==> config.mk <==
export PLATFORM = sky130hd
export DESIGN_NAME = fromc_top
export DESIGN_NICKNAME = d
export VERILOG_FILES = /design/src/fromc_pkg.sv /design/src/fromc_tick_counter.sv /design/src/fromc_top.sv
export SDC_FILE = /design/constraint.sdc
export NUM_CORES = 1
export LEC_CHECK = 0
export BUFFER_PORTS_ARGS = -buffer_cell sky130_fd_sc_hd__buf_2
export CORE_UTILIZATION = 40
export CTS_CLUSTER_SIZE = 8
export DETAILED_ROUTE_END_ITERATION = 8
export MAX_ROUTING_LAYER = met4
export SKIP_CTS_REPAIR_TIMING = 1
export SYNTH_ARGS = -nofsm -noshare
export SYNTH_HDL_FRONTEND = slang
export SYNTH_HIERARCHICAL = 1
export SYNTH_SLANG_ARGS = --single-unit
==> constraint.sdc <==
create_clock -name core_clk -period 10.9 [get_ports core_clk]
set_clock_uncertainty 0.2 [all_clocks]
set_input_delay 0.545 -clock core_clk [delete_from_list [all_inputs] [get_ports core_clk]]
set_output_delay 0.545 -clock core_clk [all_outputs]
set_load 0.005 [all_outputs]
==> src/fromc_pkg.sv <==
// Purpose: Shared constants for the fault recovery and oscillator-stop monitor.
// Assumes: Core clock of 10 MHz.
// Notes: Register map, field positions, reset values and timing counts.
package fromc_pkg;
  // ==========================================================================
  // Clock and timing
  localparam int unsigned CLK_HZ = 10000000;
  localparam int unsigned PERIOD_125_MS = 125;
  localparam int unsigned PERIOD_500_MS = 500;
  localparam int unsigned PERIOD_2000_MS = 2000;
  localparam int unsigned PERIOD_4000_MS = 4000;
  localparam int unsigned CYC_125 = PERIOD_125_MS * (CLK_HZ / 1000);
  localparam int unsigned CYC_500 = PERIOD_500_MS * (CLK_HZ / 1000);
  localparam int unsigned CYC_2000 = PERIOD_2000_MS * (CLK_HZ / 1000);
  localparam int unsigned CYC_4000 = PERIOD_4000_MS * (CLK_HZ / 1000);
  localparam int unsigned RC_SWITCH_US = 500;
  localparam int unsigned RC_SWITCH_CYC = RC_SWITCH_US * (CLK_HZ / 1000000);
  localparam int unsigned CNT_W = 26;
  // ==========================================================================
  // Register offsets
  localparam logic [7:0] OFS_SAFETY = 8'h00;
  localparam logic [7:0] OFS_CMD = 8'h04;
  localparam logic [7:0] OFS_ERR = 8'h08;
  localparam logic [7:0] OFS_OUTSEL = 8'h0c;
  localparam logic [7:0] OFS_IRQ_STAT = 8'h10;
  localparam logic [7:0] OFS_IRQ_MASK = 8'h14;
  // ==========================================================================
  // Field positions
  localparam int unsigned BIT_RCEN = 0;
  localparam int unsigned BIT_OSC_STOP_DETECT_ENABLE = 1;
  localparam int unsigned BIT_CMD_CLEAR = 0;
  localparam int unsigned BIT_CMD_READ = 1;
  localparam int unsigned BIT_ERR_RECOV = 0;
  localparam int unsigned BIT_ERR_OSC = 1;
  localparam int unsigned BIT_ST_RUN = 2;
  localparam int unsigned BIT_ST_RC = 3;
  localparam int unsigned BIT_ST_ARMED = 4;
  // ==========================================================================
  // Reset values and encodings
  localparam logic [1:0] SAFETY_RST = 2'h0;
  localparam logic [1:0] OUTSEL_RST = 2'h0;
  localparam logic [1:0] IRQ_MASK_RST = 2'h0;
  localparam logic [1:0] PSEL_2S = 2'h2;
  typedef enum logic [1:0] {FROMC_OUT_NONE, FROMC_OUT_RECOV, FROMC_OUT_OSC, FROMC_OUT_ANY}
    fromc_outsel_t;
endpackage : fromc_pkg

==> src/fromc_tick_counter.sv <==
// Purpose: Up-counter that runs from zero and flags reaching its limit.
// Assumes: Limit is at least one.
// Notes: A start while running restarts from zero.
module fromc_tick_counter #(
  parameter int unsigned W = 26
) (
  input wire logic core_clk,
  input wire logic rst,
  input wire logic start,
  input wire logic stop,
  input wire logic [W-1:0] limit,
  output logic running,
  output logic done
);
  logic [W-1:0] count_q;
  logic running_q;

  // ==========================================================================
  // Counter
  always_ff @(posedge core_clk) begin
    if (rst) begin
      count_q <= '0;
      running_q <= 1'b0;
    end else if (stop) begin
      count_q <= '0;
      running_q <= 1'b0;
    end else if (start) begin
      count_q <= '0;
      running_q <= 1'b1;
    end else if (running_q) begin
      if (count_q == limit - W'(1)) begin
        running_q <= 1'b0;
        count_q <= '0;
      end else begin
        count_q <= count_q + W'(1);
      end
    end
  end

  assign running = running_q;
  // A stop in the last cycle still reports the limit, so a flag set beats a clear.
  assign done = running_q && !start && (count_q == limit - W'(1));
endmodule : fromc_tick_counter

==> src/fromc_top.sv <==
// Purpose: Recovery counter and oscillator-stop monitor behind an APB slave.
// Assumes: Fault and oscillator inputs are synchronous to core_clk.
// Notes: Period and standby action are fixed configuration inputs.
// Contract
// - Recovery detection starts when the enable bit is written to one.
// - Once started, detection keeps running even if the enable bit returns to zero.
// - Recovery counter starts counting only after a fault event.
// - Error clear before overflow stops the counter until the next event.
// - Counter overflow sets the recovery overflow flag.
// - Read-error returns the recovery flag; error clear clears it.
// - Period defaults to 2 s, selectable 125 ms, 500 ms, 2 s, 4 s.
// - Period and standby action come from fixed configuration, not commands.
// - Overflow-forced standby clears every safety enable bit.
// - Standby keeps error flags and output selection; only error clear clears flags.
// - Fault output shows status chosen by the output select register.
// - Enabled oscillator stop sets its flag and switches to the RC clock.
// - Read-error during RC switchover holds busy low; host waits for busy high.
// - Error clear clears the oscillator flag; it resets while stop persists.
// - Disabled detection leaves the flag at zero but still switches to RC.
module fromc_top
  import fromc_pkg::*;
#(
  parameter int unsigned CYC125 = fromc_pkg::CYC_125,
  parameter int unsigned CYC500 = fromc_pkg::CYC_500,
  parameter int unsigned CYC2000 = fromc_pkg::CYC_2000,
  parameter int unsigned CYC4000 = fromc_pkg::CYC_4000,
  parameter int unsigned RCSWITCH = fromc_pkg::RC_SWITCH_CYC
) (
  input wire logic core_clk,
  input wire logic rst,
  input wire logic psel,
  input wire logic penable,
  input wire logic pwrite,
  input wire logic [7:0] paddr,
  input wire logic [31:0] pwdata,
  output logic [31:0] prdata,
  output logic pready,
  output logic pslverr,
  input wire logic faultEvent,
  input wire logic resonatorStopped,
  input wire logic [1:0] cfgPeriodSel,
  input wire logic cfgStandbyOnOverflow,
  output logic useRcClock,
  output logic standbyReturn,
  output logic commandBusyN,
  output logic faultOut,
  output logic irq
);
  import fromc_pkg::*;

  logic [1:0] safety_q;
  logic armed_q;
  logic recovFlag_q;
  logic oscFlag_q;
  fromc_outsel_t outSel_q;
  logic [1:0] irqStat_q;
  logic [1:0] irqMask_q;
  logic [31:0] prdata_q;
  logic rdPend_q;
  logic rcClock_q;
  logic standby_q;
  logic [CNT_W-1:0] period;
  logic cntRun;
  logic overflow;
  logic swRun;
  logic swDone;
  logic setupPh;
  logic wrEn;
  logic mapped;
  logic clearCmd;
  logic readCmd;
  logic oscSet;
  logic stopRise;
  logic stopPrev_q;

  // ==========================================================================
  // APB slave
  assign setupPh = psel && !penable;
  assign wrEn = psel && penable && pwrite;
  assign mapped = (paddr == OFS_SAFETY) || (paddr == OFS_CMD) || (paddr == OFS_ERR) ||
    (paddr == OFS_OUTSEL) || (paddr == OFS_IRQ_STAT) || (paddr == OFS_IRQ_MASK);
  // Zero wait states: read data is captured in the setup cycle.
  assign pready = 1'b1;
  assign pslverr = psel && penable && !mapped;
  assign prdata = prdata_q;
  assign clearCmd = wrEn && (paddr == OFS_CMD) && pwdata[BIT_CMD_CLEAR];
  assign readCmd = wrEn && (paddr == OFS_CMD) && pwdata[BIT_CMD_READ];

  always_ff @(posedge core_clk) begin
    if (rst) begin
      prdata_q <= '0;
    end else if (setupPh && !pwrite) begin
      unique case (paddr)
        OFS_SAFETY: prdata_q <= {30'h0, safety_q};
        OFS_ERR: prdata_q <= {27'h0, armed_q, rcClock_q, cntRun, oscFlag_q, recovFlag_q};
        OFS_OUTSEL: prdata_q <= {30'h0, outSel_q};
        OFS_IRQ_STAT: prdata_q <= {30'h0, irqStat_q};
        OFS_IRQ_MASK: prdata_q <= {30'h0, irqMask_q};
        default: prdata_q <= '0;
      endcase
    end
  end

  // ==========================================================================
  // Safety configuration and output select
  always_ff @(posedge core_clk) begin
    if (rst) begin
      safety_q <= SAFETY_RST;
    end else if (standby_q) begin
      safety_q <= SAFETY_RST;
    end else if (wrEn && paddr == OFS_SAFETY) begin
      safety_q <= pwdata[1:0];
    end
  end

  always_ff @(posedge core_clk) begin
    if (rst) begin
      outSel_q <= fromc_outsel_t'(OUTSEL_RST);
    end else if (wrEn && paddr == OFS_OUTSEL) begin
      outSel_q <= fromc_outsel_t'(pwdata[1:0]);
    end
  end

  // ==========================================================================
  // Recovery counter
  // Once armed, the enable bit is no longer consulted, so software cannot stop it.
  always_ff @(posedge core_clk) begin
    if (rst || standby_q) begin
      armed_q <= 1'b0;
    end else if (safety_q[BIT_RCEN]) begin
      armed_q <= 1'b1;
    end
  end

  // Period is a fixed configuration, never written by a command.
  always_comb begin
    unique case (cfgPeriodSel)
      2'h0: period = CNT_W'(CYC125);
      2'h1: period = CNT_W'(CYC500);
      2'h2: period = CNT_W'(CYC2000);
      default: period = CNT_W'(CYC4000);
    endcase
  end

  fromc_tick_counter #(
    .W(CNT_W)
  ) u_recov (
    .core_clk(core_clk),
    .rst(rst),
    .start(armed_q && faultEvent && !cntRun),
    .stop(clearCmd),
    .limit(period),
    .running(cntRun),
    .done(overflow)
  );

  always_ff @(posedge core_clk) begin
    if (rst) begin
      recovFlag_q <= 1'b0;
    end else if (overflow) begin
      recovFlag_q <= 1'b1;
    end else if (clearCmd) begin
      recovFlag_q <= 1'b0;
    end
  end

  always_ff @(posedge core_clk) begin
    if (rst) begin
      standby_q <= 1'b0;
    end else begin
      standby_q <= overflow && cfgStandbyOnOverflow;
    end
  end
  assign standbyReturn = standby_q;

  // ==========================================================================
  // Oscillator-stop monitor
  always_ff @(posedge core_clk) begin
    if (rst) begin
      stopPrev_q <= 1'b0;
    end else begin
      stopPrev_q <= resonatorStopped;
    end
  end
  assign stopRise = resonatorStopped && !stopPrev_q;

  fromc_tick_counter #(
    .W(CNT_W)
  ) u_switch (
    .core_clk(core_clk),
    .rst(rst),
    .start(stopRise && !rcClock_q),
    .stop(1'b0),
    .limit(CNT_W'(RCSWITCH)),
    .running(swRun),
    .done(swDone)
  );

  // The RC clock stays selected until reset; the resonator is not trusted again.
  always_ff @(posedge core_clk) begin
    if (rst) begin
      rcClock_q <= 1'b0;
    end else if (swDone) begin
      rcClock_q <= 1'b1;
    end
  end
  assign useRcClock = rcClock_q;

  assign oscSet = resonatorStopped && safety_q[BIT_OSC_STOP_DETECT_ENABLE];
  always_ff @(posedge core_clk) begin
    if (rst) begin
      oscFlag_q <= 1'b0;
    end else if (oscSet) begin
      oscFlag_q <= 1'b1;
    end else if (clearCmd) begin
      oscFlag_q <= 1'b0;
    end
  end

  // ==========================================================================
  // Command busy
  always_ff @(posedge core_clk) begin
    if (rst) begin
      rdPend_q <= 1'b0;
    end else if (swDone) begin
      rdPend_q <= 1'b0;
    end else if (readCmd && swRun) begin
      rdPend_q <= 1'b1;
    end
  end
  assign commandBusyN = !rdPend_q;

  // ==========================================================================
  // Fault output and interrupts
  always_comb begin
    unique case (outSel_q)
      FROMC_OUT_NONE: faultOut = 1'b0;
      FROMC_OUT_RECOV: faultOut = recovFlag_q;
      FROMC_OUT_OSC: faultOut = oscFlag_q;
      FROMC_OUT_ANY: faultOut = recovFlag_q || oscFlag_q;
    endcase
  end

  always_ff @(posedge core_clk) begin
    if (rst) begin
      irqStat_q <= '0;
    end else begin
      for (int i = 0; i < 2; i++) begin
        if ((i == 0 && overflow) || (i == 1 && oscSet && !oscFlag_q)) begin
          irqStat_q[i] <= 1'b1;
        end else if (wrEn && paddr == OFS_IRQ_STAT && pwdata[i]) begin
          irqStat_q[i] <= 1'b0;
        end
      end
    end
  end

  always_ff @(posedge core_clk) begin
    if (rst) begin
      irqMask_q <= IRQ_MASK_RST;
    end else if (wrEn && paddr == OFS_IRQ_MASK) begin
      irqMask_q <= pwdata[1:0];
    end
  end
  assign irq = |(irqStat_q & irqMask_q);
endmodule : fromc_top
==> Word-level counts from Yosys, hierarchy flattened <==
Index checks and enable logic that the tools add are counted.
{ "totals": {"reg_bits": 101, "output_inout_bits": 39, "elab_cells": 107, "in_bits": 50} }
{ "classes": {"bitwise": 1, "add_sub_neg": 3, "n_eq_ne": 12, "n_reduce_logical": 56, "mux": 18} }
{ "ops": {"columns": ["operator", "count"], "rows": [
  ["one-hot mux 26 bit (3 select lines)", 1],
  ["adder 26 x 1 -> 26 bit (second input constant)", 2],
  ["2-to-1 mux 26 bit", 2],
  ["== test 26 x 13 -> 1 bit (second input constant)", 1],
  ["== test 26 bit", 1],
  ["logical AND 1 bit", 26],
  ["subtractor 26 x 1 -> 26 bit (second input constant)", 1],
  ["one-hot mux 5 bit (5 select lines)", 1],
  ["== test 8 x 4 -> 1 bit (second input constant)", 2],
  ["== test 8 x 5 -> 1 bit (second input constant)", 2],
  ["2-to-1 mux 1 bit", 13],
  ["logical NOT 1 bit", 10],
  ["OR reduction 2 bit", 5],
  ["== test 8 x 3 -> 1 bit (second input constant)", 1],
  ["logical NOT 8 bit", 1],
  ["nonzero test 2 bit", 4],
  ["logical OR 1 bit", 7],
  ["== test 2 bit (second input constant)", 3],
  ["== test 2 x 1 -> 1 bit (second input constant)", 2],
  ["logical NOT 2 bit", 2],
  ["one-hot mux 1 bit (4 select lines)", 1],
  ["OR reduction 3 bit", 1],
  ["AND 2 bit", 1]
]} }

==> Logic depth before layout (Yosys ltp) <==
Gate-level depths: netlist of run 1.
{ "logic_depth": {"ltp_word": 8, "depth_mapped": 13} }

==> By module <==
Netlist of run 1, hierarchy kept.
{ "modules_own_cells": {"columns": ["mod", "seq_area_each_um2", "cells_per_inst", "area_each_um2", "instances"], "rows": [
  ["fromc_tick_counter", 540.5, 284, 2356.0, 2],
  ["fromc_top", 400.4, 156, 1345.0, 1]
]} }

==> Least setup slack after synthesis of run 1 <==
Ideal clock, no wire load.
{ "synth_path": {"kind": "input-to-reg", "startpoint": "input port cfgPeriodSel[0]", "endpoint": "register irqStat_q[0]", "arrival_time_ps": 3512, "path_stages": 12, "path_slack_ps": 7097, "n_path_buf": 0, "cell_sequence": "inv_1 > ha_1 > nor2_1 > nor2_1 > xnor2_1 > or4_1 > a22oi_1 > nand4_2 > nor4_4 > and3_1 > inv_1 > a311oi_1"} }
{ "synth_via": {"elab_chain_cells": 6, "word_cells_on_any_way": 9} }
{ "synth_rtl": {"columns": ["element", "line", "text"], "rows": [
  ["start: declaration", "fromc_top.sv:41", "input wire logic [1:0] cfgPeriodSel,"],
  ["== test 2 bit (tied with other cells)", "fromc_top.sv:137", "unique case (cfgPeriodSel)"],
  ["one-hot mux 26 bit (3 select lines) *", "fromc_top.sv:137", null],
  ["net period[10]", "fromc_top.sv:62", "logic [CNT_W-1:0] period;"],
  ["subtractor 26 x 1 -> 26 bit *", "fromc_tick_counter.sv:42", "assign done = running_q && !start && (count_q == limit - W'(1));"],
  ["== test 26 bit *", "fromc_tick_counter.sv:42", null],
  ["logical AND 1 bit *", "fromc_tick_counter.sv:42", null],
  ["net overflow", "fromc_top.sv:64", "logic overflow;"],
  ["2-to-1 mux 1 bit or nonzero test 2 bit (tied branches)", null, null],
  ["end signal: assignment", "fromc_top.sv:246", "irqStat_q <= '0;"],
  ["end signal: indexed assignment", "fromc_top.sv:250", "irqStat_q[i] <= 1'b1;"],
  ["end signal: indexed assignment", "fromc_top.sv:252", "irqStat_q[i] <= 1'b0;"],
  ["end: declaration", "fromc_top.sv:56", "logic [1:0] irqStat_q;"]
]} }
Mark *: on every way through the listed nets, which the timed path passes. The rest lies on a longest branch.
A chain may end at the register's enable or synchronous reset.

==> Worst setup path in the final report of run 1 <==
Same ends and word-level chain as after synthesis.

==> results of run 1 <==
-- layer usage --
| layer | track usage [%] | vias to the layer above |
|---|---|---|
| met5 | - | - |
| met4 | 4.88 | 0 |
| met3 | 1.80 | 12 |
| met2 | 27.9 | 62 |
| met1 | 24.6 | 2361 |
| li1 | - | 2794 |
-- cell families (layout without fill, tap and decap cells) --
group	count (synthesis)	in the layout	synth area share [%]
other	2	187	0.124
buffers and inverters	87	75	7.75
XOR/XNOR	102	102	15.2
adder cells (fa/ha/maj)	10	10	2.07
flip-flops	74	74	24.5
AND/OR/NAND/NOR	290	290	30.1
AO/OA/AOI/OAI	149	149	18.6
multiplexers	10	10	1.67
-- where the power goes --
group          switching (mW)  internal, mW  total (mW)
clock                   0.111         0.190       0.300
sequential           0.000330         0.271       0.271
combinational          0.0521        0.0277      0.0798
total                   0.163         0.489       0.652
-- layout make-up --
cell class	instances	area, µm²
Clock inverter	4	48.8
Clock buffer	12	256
Inverter	25	93.8
Timing Repair Buffer	34	180
Sequential cell	74	1480
Tap cell	184	230
Fill cell	1496	7550
Multi-Input combinational cell	748	4800
-- path summary, 6_finish.rpt --
kind,end,depth (start not counted),from,slack (ns)
worst max-delay path,irqStat_q[0],13,cfgPeriodSel[0],6.87
worst max register to register,useRcClock,9,u_switch/count_q[14],7.65
worst min register to register,prdata[0],2,prdata[0],0.26
worst min-delay path,prdata[0],2,prdata[0],0.26
-- metrics by stage --
| step | worst slack [ns] | power, mW | hold WS [ns] | cell area, µm² |
|---|---|---|---|---|
| 2_1_floorplan | 7.10 | 0.348 | 0.248 | 6750 |
| 3_3_place_gp | 6.50 | 0.355 | 0.243 | 6790 |
| 3_5_place_dp | 6.51 | 0.355 | 0.254 | 6790 |
| 4_1_cts | 6.85 | 0.658 | 0.256 | 7090 |
| 5_1_grt | 6.61 | 0.683 | 0.292 | 7090 |
| 6_report | 6.87 | 0.652 | 0.264 | 7090 |
-- registers in the layout (all words and copies together), names as in the netlist, 2 cells and up --
name / flops
u_switch/count_q: 26
irqMask_q: 2
safety_q: 2
irqStat_q: 2
outSel_q: 2
u_recov/count_q: 26
prdata: 5
-- cells in the mapped netlist, drive strengths merged, types with 5 or more instances --
master | instances | area (µm²)
a21boi | 6 | 45.0
a21oi | 17 | 85.1
buf | 35 | 274
xnor2 | 40 | 350
or3 | 7 | 48.8
o211ai | 6 | 55.1
a211oi | 52 | 410
dfxtp | 74 | 1480
a41o | 6 | 60.1
nand3b | 5 | 37.5
o21ai | 15 | 75.1
inv | 25 | 93.8
nand2 | 38 | 148
nor3 | 33 | 175
or4 | 8 | 67.6
or2 | 7 | 43.8
or4b | 8 | 80.1
clkbuf | 27 | 101
and3 | 25 | 161
nand3 | 30 | 150
nand4 | 12 | 87.6
mux2i | 9 | 90.1
nor2b | 7 | 43.8
a22oi | 10 | 75.1
nand2b | 10 | 62.6
ha | 10 | 125
nor2 | 48 | 180
nor4 | 19 | 255
xor2 | 60 | 526
and4 | 8 | 72.6
and2 | 8 | 50.1
-- worst reg2reg max path: cells and delay by family, from the launching register on --
family | cells | cell delay, ns
DFF | 1 | 0.38
xor gates and xnor gates | 1 | 0.21
AOI/OAI and AO/OA | 1 | 0.20
buffers and inverters | 1 | 0.34
and+or+nand+nor | 6 | 1.85
==> Implementation_results.wiki, run 1 <==
{| class="wikitable"
! Metric !! Value
|-
| Number of core rows || 44
|-
| DRT Pass-1 Iters || 7
|-
| Post-Syn Area || 6060 µm²
|-
| Library cell contributing the largest single delay on the critical path || ha_1
|-
| Primary flip-flop cell chosen by synthesis mapping || dfxtp_1
|-
| Sequential cell area fraction in the yosys report || 24.5%
|-
| Number of input and output port buffers inserted || 30
|-
| Highest metal used || met4
|-
| Instance count after placement with tap cells included || 1065
|-
| Total Die Area || 15600 µm²
|-
| Avg Cell Area, Syn || 8.37 µm²
|-
| Number of antenna repair diodes || 0
|-
| Number of buffers inserted during clock tree synthesis || 9
|-
| Remaining global-route overflow || 0
|-
| Maximum capacitance violations || 0
|-
| Total number of vias || 5229
|-
| Number of enable flip-flop cells after synthesis || 0
|-
| Clock tree from TritonCTS || yes
|-
| Die width || 125 µm
|-
| I/O pins || 89
|-
| Max-slew violations || 0
|-
| Clock tree root driver cell || clkbuf_16
|-
| Run status || finished, final reports clean
|-
| RSZ-0062 raised after global routing || false
|-
| Actual transition at the worst max-transition pin || 1.01 ns
|-
| Critical Path Max Stage Delay || 0.58 ns
|-
| Critical-path maximum fanout || 11
|-
| Number of global-route vias before repair || 4699
|-
| Period Utilization, post-route || 37.0%
|-
| Post-DP HPWL || 9.87 mm
|-
| Worst Path Buf+Inv || 3
|-
| Wirelength, routed || 13.1 mm
|-
| Post-DR vias/cell || 4.84
|-
| Met3 wire length || 268 µm
|-
| Final number of setup-violating endpoints || 0
|-
| Starting Density || 41.4%
|-
| Worst Path Required || 10.94 ns
|-
| Hold Crit Class || reg -> reg
|-
| Post-route ant nets || 0
|-
| Sum of negative setup slack || 0 ns
|-
| Crit path cell chain || buf_2, inv_1, ha_1, nor2_1, nor2_1, xnor2_1, or4_1, a22oi_1, nand4_2, nor4_4, and3_1, inv_1, a311oi_1
|-
| Die extent in y || 125 µm
|-
| Total power divided by cell area || 91.9 nW/µm²
|-
| DRT met1 WL || 6.76 mm
|-
| Met2 routed wirelength || 5.98 mm
|-
| Post-layout nets || 952
|-
| Wire length of the first global-routing pass || 22.6 mm
|-
| Synth warn || 6
|-
| Asr flop ratio synth || 0%
|-
| Sink Count || 74
|-
| Tightest slew margin relative to the limit || 32.4%
|-
| Pin count of the biggest net entering global routing || 36
|-
| Worst-Skew Late Latency || 0.33 ns
|-
| Worst vdd rail ir drop || 84.7 µV
|-
| Area growth, synth to finish || 17.1%
|-
| Final Core Density || 48.4%
|-
| Register clock-pin slew on the reported worst setup and hold paths || 0.06 ns
|-
| Crit Path Class || in -> reg
|-
| Post-route DRC violation count || 0
|-
| Fraction of layout instances using a drive strength above 1 || 11.5%
|-
| Static leakage power || 2.86 nW
|-
| Type of element capturing the critical path || flip-flop
|-
| Final worst path period need || 4.03 ns
|-
| DRT iter0 DRCs || 224
|-
| GRT Resource Usage Total || 17.9%
|-
| Antenna violations before repair || 0
|-
| Hold Fails Final Rpt || 0
|-
| Number of cells produced by synthesis || 724
|-
| Critical path arrival || 4.07 ns
|-
| Mean routed wirelength per cell || 12.2 µm
|-
| Highest-count cells in the layout ignoring fill and taps || 187 x conb_1, 74 x dfxtp_1, 60 x xor2_1
|-
| Area of the core || 14600 µm²
|-
| Weighted congestion at the end of routability-driven global placement || 0.841
|-
| Delay-heaviest family, CP || simple AND/OR/NAND/NOR gates
|-
| Number of buffers on the longest clock path || 2
|-
| Total of flip-flops plus latches after synthesis || 74
|-
| Critical Path Source Type || input port
|-
| H-tree depth || 3
|-
| Number of distinct library cell variants in the gate-level netlist after synthesis || 72
|-
| F_max || 0.248 GHz
|-
| Most common library cell in the layout ignoring fill and taps || conb_1
|-
| Fin cells || 1081
|}
Note: power is estimated with default switching activity, not from simulation.
==> run 2, diff against run 1 <==
--- a/config.mk
+++ b/config.mk
@@ -5,6 +5,7 @@
 export SDC_FILE = /design/constraint.sdc
 export NUM_CORES = 1
 export LEC_CHECK = 0
+export ABC_AREA = 1
 export BUFFER_PORTS_ARGS = -buffer_cell sky130_fd_sc_hd__buf_2
 export CORE_UTILIZATION = 40
 export CTS_CLUSTER_SIZE = 8
==> constraint.sdc (replaced) <==
create_clock -name core_clk -period 3.2 [get_ports core_clk]
set_clock_uncertainty 0.2 [all_clocks]
set_input_delay 0.16 -clock core_clk [delete_from_list [all_inputs] [get_ports core_clk]]
set_output_delay 0.16 -clock core_clk [all_outputs]
set_load 0.005 [all_outputs]
==> Implementation_results.wiki, run 2 <==
{| class="wikitable"
! Metric !! Value
|-
| Number of distinct library cell variants in the gate-level netlist after synthesis || 39 (-46%)
|-
| Sum of negative setup slack || 0 ns (unchanged)
|-
| Post-DR vias/cell || 4.44 (-8.2%)
|-
| Number of input and output port buffers inserted || 30 (unchanged)
|-
| Die width || 137 µm (+9.2%)
|-
| Area of the core || 17500 µm² (+19%)
|-
| Internal cell power || 1.66 mW (+240%)
|-
| Tightest slew margin relative to the limit || 56.0% (+24 points)
|-
| Highest-count cells in the layout ignoring fill and taps || 319 x nand2_1, 167 x nor2_1, 151 x inv_1
|-
| Pin count of the biggest net entering global routing || 23 (-36%)
|-
| Worst vdd rail ir drop || 245 µV (+190%)
|-
| Number of global-route vias before repair || 5960 (+27%)
|-
| I/O pins || 89 (unchanged)
|-
| Number of cells produced by synthesis || 1196 (+65%)
|-
| Weighted congestion at the end of routability-driven global placement || 0.910 (+8.3%)
|-
| Most common library cell in the layout ignoring fill and taps || nand2_1
|-
| Period Utilization, post-route || 80.9%
|-
| Hold Startpoint || faultEvent
|-
| Sink Count || 74 (unchanged)
|-
| Beginning of the critical path || cfgPeriodSel[0]
|-
| Synth cell count leaders || 319 x nand2_1, 167 x nor2_1, 151 x inv_1, 103 x nand3_1, 74 x dfxtp_1
|-
| Area taken by flip-flops and latches || 1480 µm² (unchanged)
|-
| GRT Resource Usage Total || 19.6% (+1.7 points)
|-
| Asr flop ratio synth || 0% (unchanged)
|-
| Final Core Density || 47.4% (-0.99 points)
|-
| Register clock-pin slew on the reported worst setup and hold paths || 0.06 ns (about the same)
|-
| Number of enable flip-flop cells after synthesis || 0 (unchanged)
|-
| Wire length of the first global-routing pass || 28.2 mm (+25%)
|-
| Post-route ant nets || 0 (unchanged)
|-
| Sequential cell area fraction in the yosys report || 20.5% (-4.0 points)
|-
| Number of core rows || 48 (+9.1%)
|-
| Post-Syn Area || 7240 µm² (+20%)
|-
| Primary flip-flop cell chosen by synthesis mapping || dfxtp_1
|-
| Fraction of power consumed by combinational cells || 16.8% (+4.6 points)
|-
| Critical Path Source Type || input port
|-
| Actual transition at the worst max-transition pin || 0.655 ns (-0.360 ns)
|-
| F_max || 0.386 GHz
|-
| Max-slew violations || 0 (unchanged)
|-
| Worst Path Buf+Inv || 3 (unchanged)
|-
| Synth warn || 6 (unchanged)
|-
| Clock tree root driver cell || clkbuf_16
|-
| Clock network power share || 43.1% (-3.0 points)
|-
| Worst Path Required || 3.22 ns (-7.72 ns)
|-
| Starting Density || 41.4% (+0.061 points)
|-
| Total Die Area || 18600 µm² (+19%)
|-
| Number of buffers on the longest clock path || 2 (unchanged)
|-
| Avg Cell Area, Syn || 6.05 µm² (-28%)
|-
| Post-DP HPWL || 14.4 mm (+46%)
|-
| Reported net switching power || 659 µW (+300%)
|-
| Total of flip-flops plus latches after synthesis || 74 (unchanged)
|-
| Total power divided by cell area || 279 nW/µm² (+200%)
|-
| Final worst path period need || 2.59 ns
|-
| Critical Path Most Common Cell || nand2_1
|-
| Maximum capacitance violations || 0 (unchanged)
|-
| Start of the worst register-to-register path || u_recov/count_q[0]
|-
| Clock tree from TritonCTS || yes
|-
| Static leakage power || 3.85 nW (+35%)
|-
| Area of combinational cells with multiple inputs || 5350 µm² (+12%)
|-
| Die extent in y || 137 µm (+9.2%)
|-
| Number of buffers inserted during clock tree synthesis || 9 (unchanged)
|-
| Crit Path Class || in -> reg
|-
| Number of antenna repair diodes || 0 (unchanged)
|-
| Antenna violations before repair || 0 (unchanged)
|-
| Final Hold Slack || -0.0128 ns (-0.277 ns)
|-
| Internal reg-to-reg setup slack || 0.83 ns (-6.82 ns)
|-
| Wirelength, routed || 17.3 mm (+32%)
|-
| Mean routed wirelength per cell || 11.0 µm (-9.9%)
|-
| H-tree depth || 3 (unchanged)
|-
| Run status || complete, but fails checks
|-
| Total number of vias || 7022 (+34%)
|-
| Violated checks || negative hold slack
|-
| Area growth, synth to finish || 14.5%
|-
| Worst-Skew Late Latency || 0.34 ns (about the same)
|-
| Crit path cell chain || buf_2, inv_1, ha_1, inv_1, a21oi_1, nor2_1, nand2_1, nor2_4, nand2_1, o21ai_0, nand3_1, nand2_1, nand2_1, nor2_2, nand3_2, nand2_4, nor2_1
|-
| Part of the total power dissipated in sequential elements || 40.1% (-1.6 points)
|-
| Library cell contributing the largest single delay on the critical path || nor2_4
|-
| DRT iter0 DRCs || 451 (+100%)
|-
| Switching power as a share of total power || 28.5% (+3.4 points)
|-
| Cell with the most instances after synthesis || nand2_1
|-
| Critical path arrival || 2.60 ns (-1.47 ns)
|-
| Number of fill cells in the layout || 1861 (+24%)
|-
| RSZ-0062 raised after global routing || false
|-
| Critical Path Max Stage Delay || 0.29 ns (-0.29 ns)
|-
| Post-layout nets || 1412 (+48%)
|-
| Yosys top cell by area || dfxtp_1
|-
| Area share of the largest cell type after synthesis || 20.5% (-4.0 points)
|-
| Remaining global-route overflow || 0 (unchanged)
|-
| Final number of setup-violating endpoints || 0 (unchanged)
|-
| Fraction of layout instances using a drive strength above 1 || 12.1% (+0.60 points)
|-
| Critical-path maximum fanout || 22 (+11)
|-
| Type of element capturing the critical path || flip-flop
|-
| Delay-heaviest family, CP || simple AND/OR/NAND/NOR gates
|-
| Post-route DRC violation count || 0 (unchanged)
|-
| Hold Fails Final Rpt || 3 (+3)
|-
| DRT Pass-1 Iters || 5 (-2)
|-
| Cell types occupying the most area after synthesis || dfxtp_1 20%, nand2_1 17%, nor2_1 8.7%, xor2_1 8.5%, inv_1 7.8%
|-
| Hold Crit Class || in -> reg
|}
==> run 2: cell types whose count changed in the layout (fill, tap and decap cells not counted), sizes merged, moves of 11 or more <==
cell	previous run	this run
inv	26	159
nand3	30	107
conb	187	145
o21ai	15	31
nor3	33	22
nand4	12	35
a211oi	52	1
xnor2	40	14
and3	25	0
nor2	48	230
nand2	38	343
==> run 2: routing by layer <==
| metal | part of all wire (%) | wire (µm) | global-route usage [%] |
|---|---|---|---|
| met5 | 0 | 0 | - |
| met4 | 0.54 | 93 | 3.09 |
| met2 | 44 | 7690 | 30.7 |
| met1 | 52 | 8960 | 27.0 |
| met3 | 3.4 | 590 | 2.74 |
==> run 2: power groups by stage <==
stage | Sequential, mW | Clock, mW | Combinational, mW
final | 0.928 | 0.998 | 0.390
after global routing | 0.928 | 1.06 | 0.448
after CTS | 0.928 | 1.03 | 0.373
after detailed placement | 0.948 | 0 | 0.372
after global placement | 0.948 | 0 | 0.371
after floorplan | 0.948 | 0 | 0.325
==> run 2: cell families after synthesis <==
logic type | Yosys count | synth area share, %
compound gates | 57 | 4.32
xor+xnor | 84 | 10.2
fa+ha+maj | 10 | 1.73
buf+inv | 204 | 13.0
flops | 74 | 20.5
other cells | 2 | 0.104
simple gates | 765 | 50.2
==> run 2: final timing paths <==
path / endpoint / cells after the start
min reg2reg: rdPend_q / 2
min: u_recov/running / 5
max reg2reg: u_recov/count_q[18] / 9
max: u_recov/count_q[23] / 17
==> run 2: final cells by class <==
class,instances,share of cell area (%)
clock buffer,10,2.76
clock inverter,6,0.815
inverter,163,7.41
multi-input combinational,1061,64.6
sequential,74,17.9
tap,225,3.40
timing repair buffer,43,3.17
==> run 2: per-stage QoR <==
step                      cell area [µm²]  std cells  hold WS, ns  power [mW]  worst slack (ns)
final                                8290       1582      -0.0128        2.32             0.612
after global routing                 8290       1582      0.00437        2.44             0.291
after CTS                            8230       1576       -0.160        2.33             0.605
after detailed placement             7930       1560        0.196        1.32             0.251
after global placement               7930       1560        0.187        1.32             0.306
after floorplan                      7780       1339       0.0805        1.27             0.567
==> run 2: worst register-to-register path, cell delays in order, from the launching register on <==
cell,delay [ns]
dfxtp_1,0.40
ha_1,0.25
nand3_1,0.12
nor3_2,0.21
nand4_1,0.25
nor3_1,0.28
inv_1,0.09
nor3_1,0.22
xor2_1,0.18
nor2_1,0.06
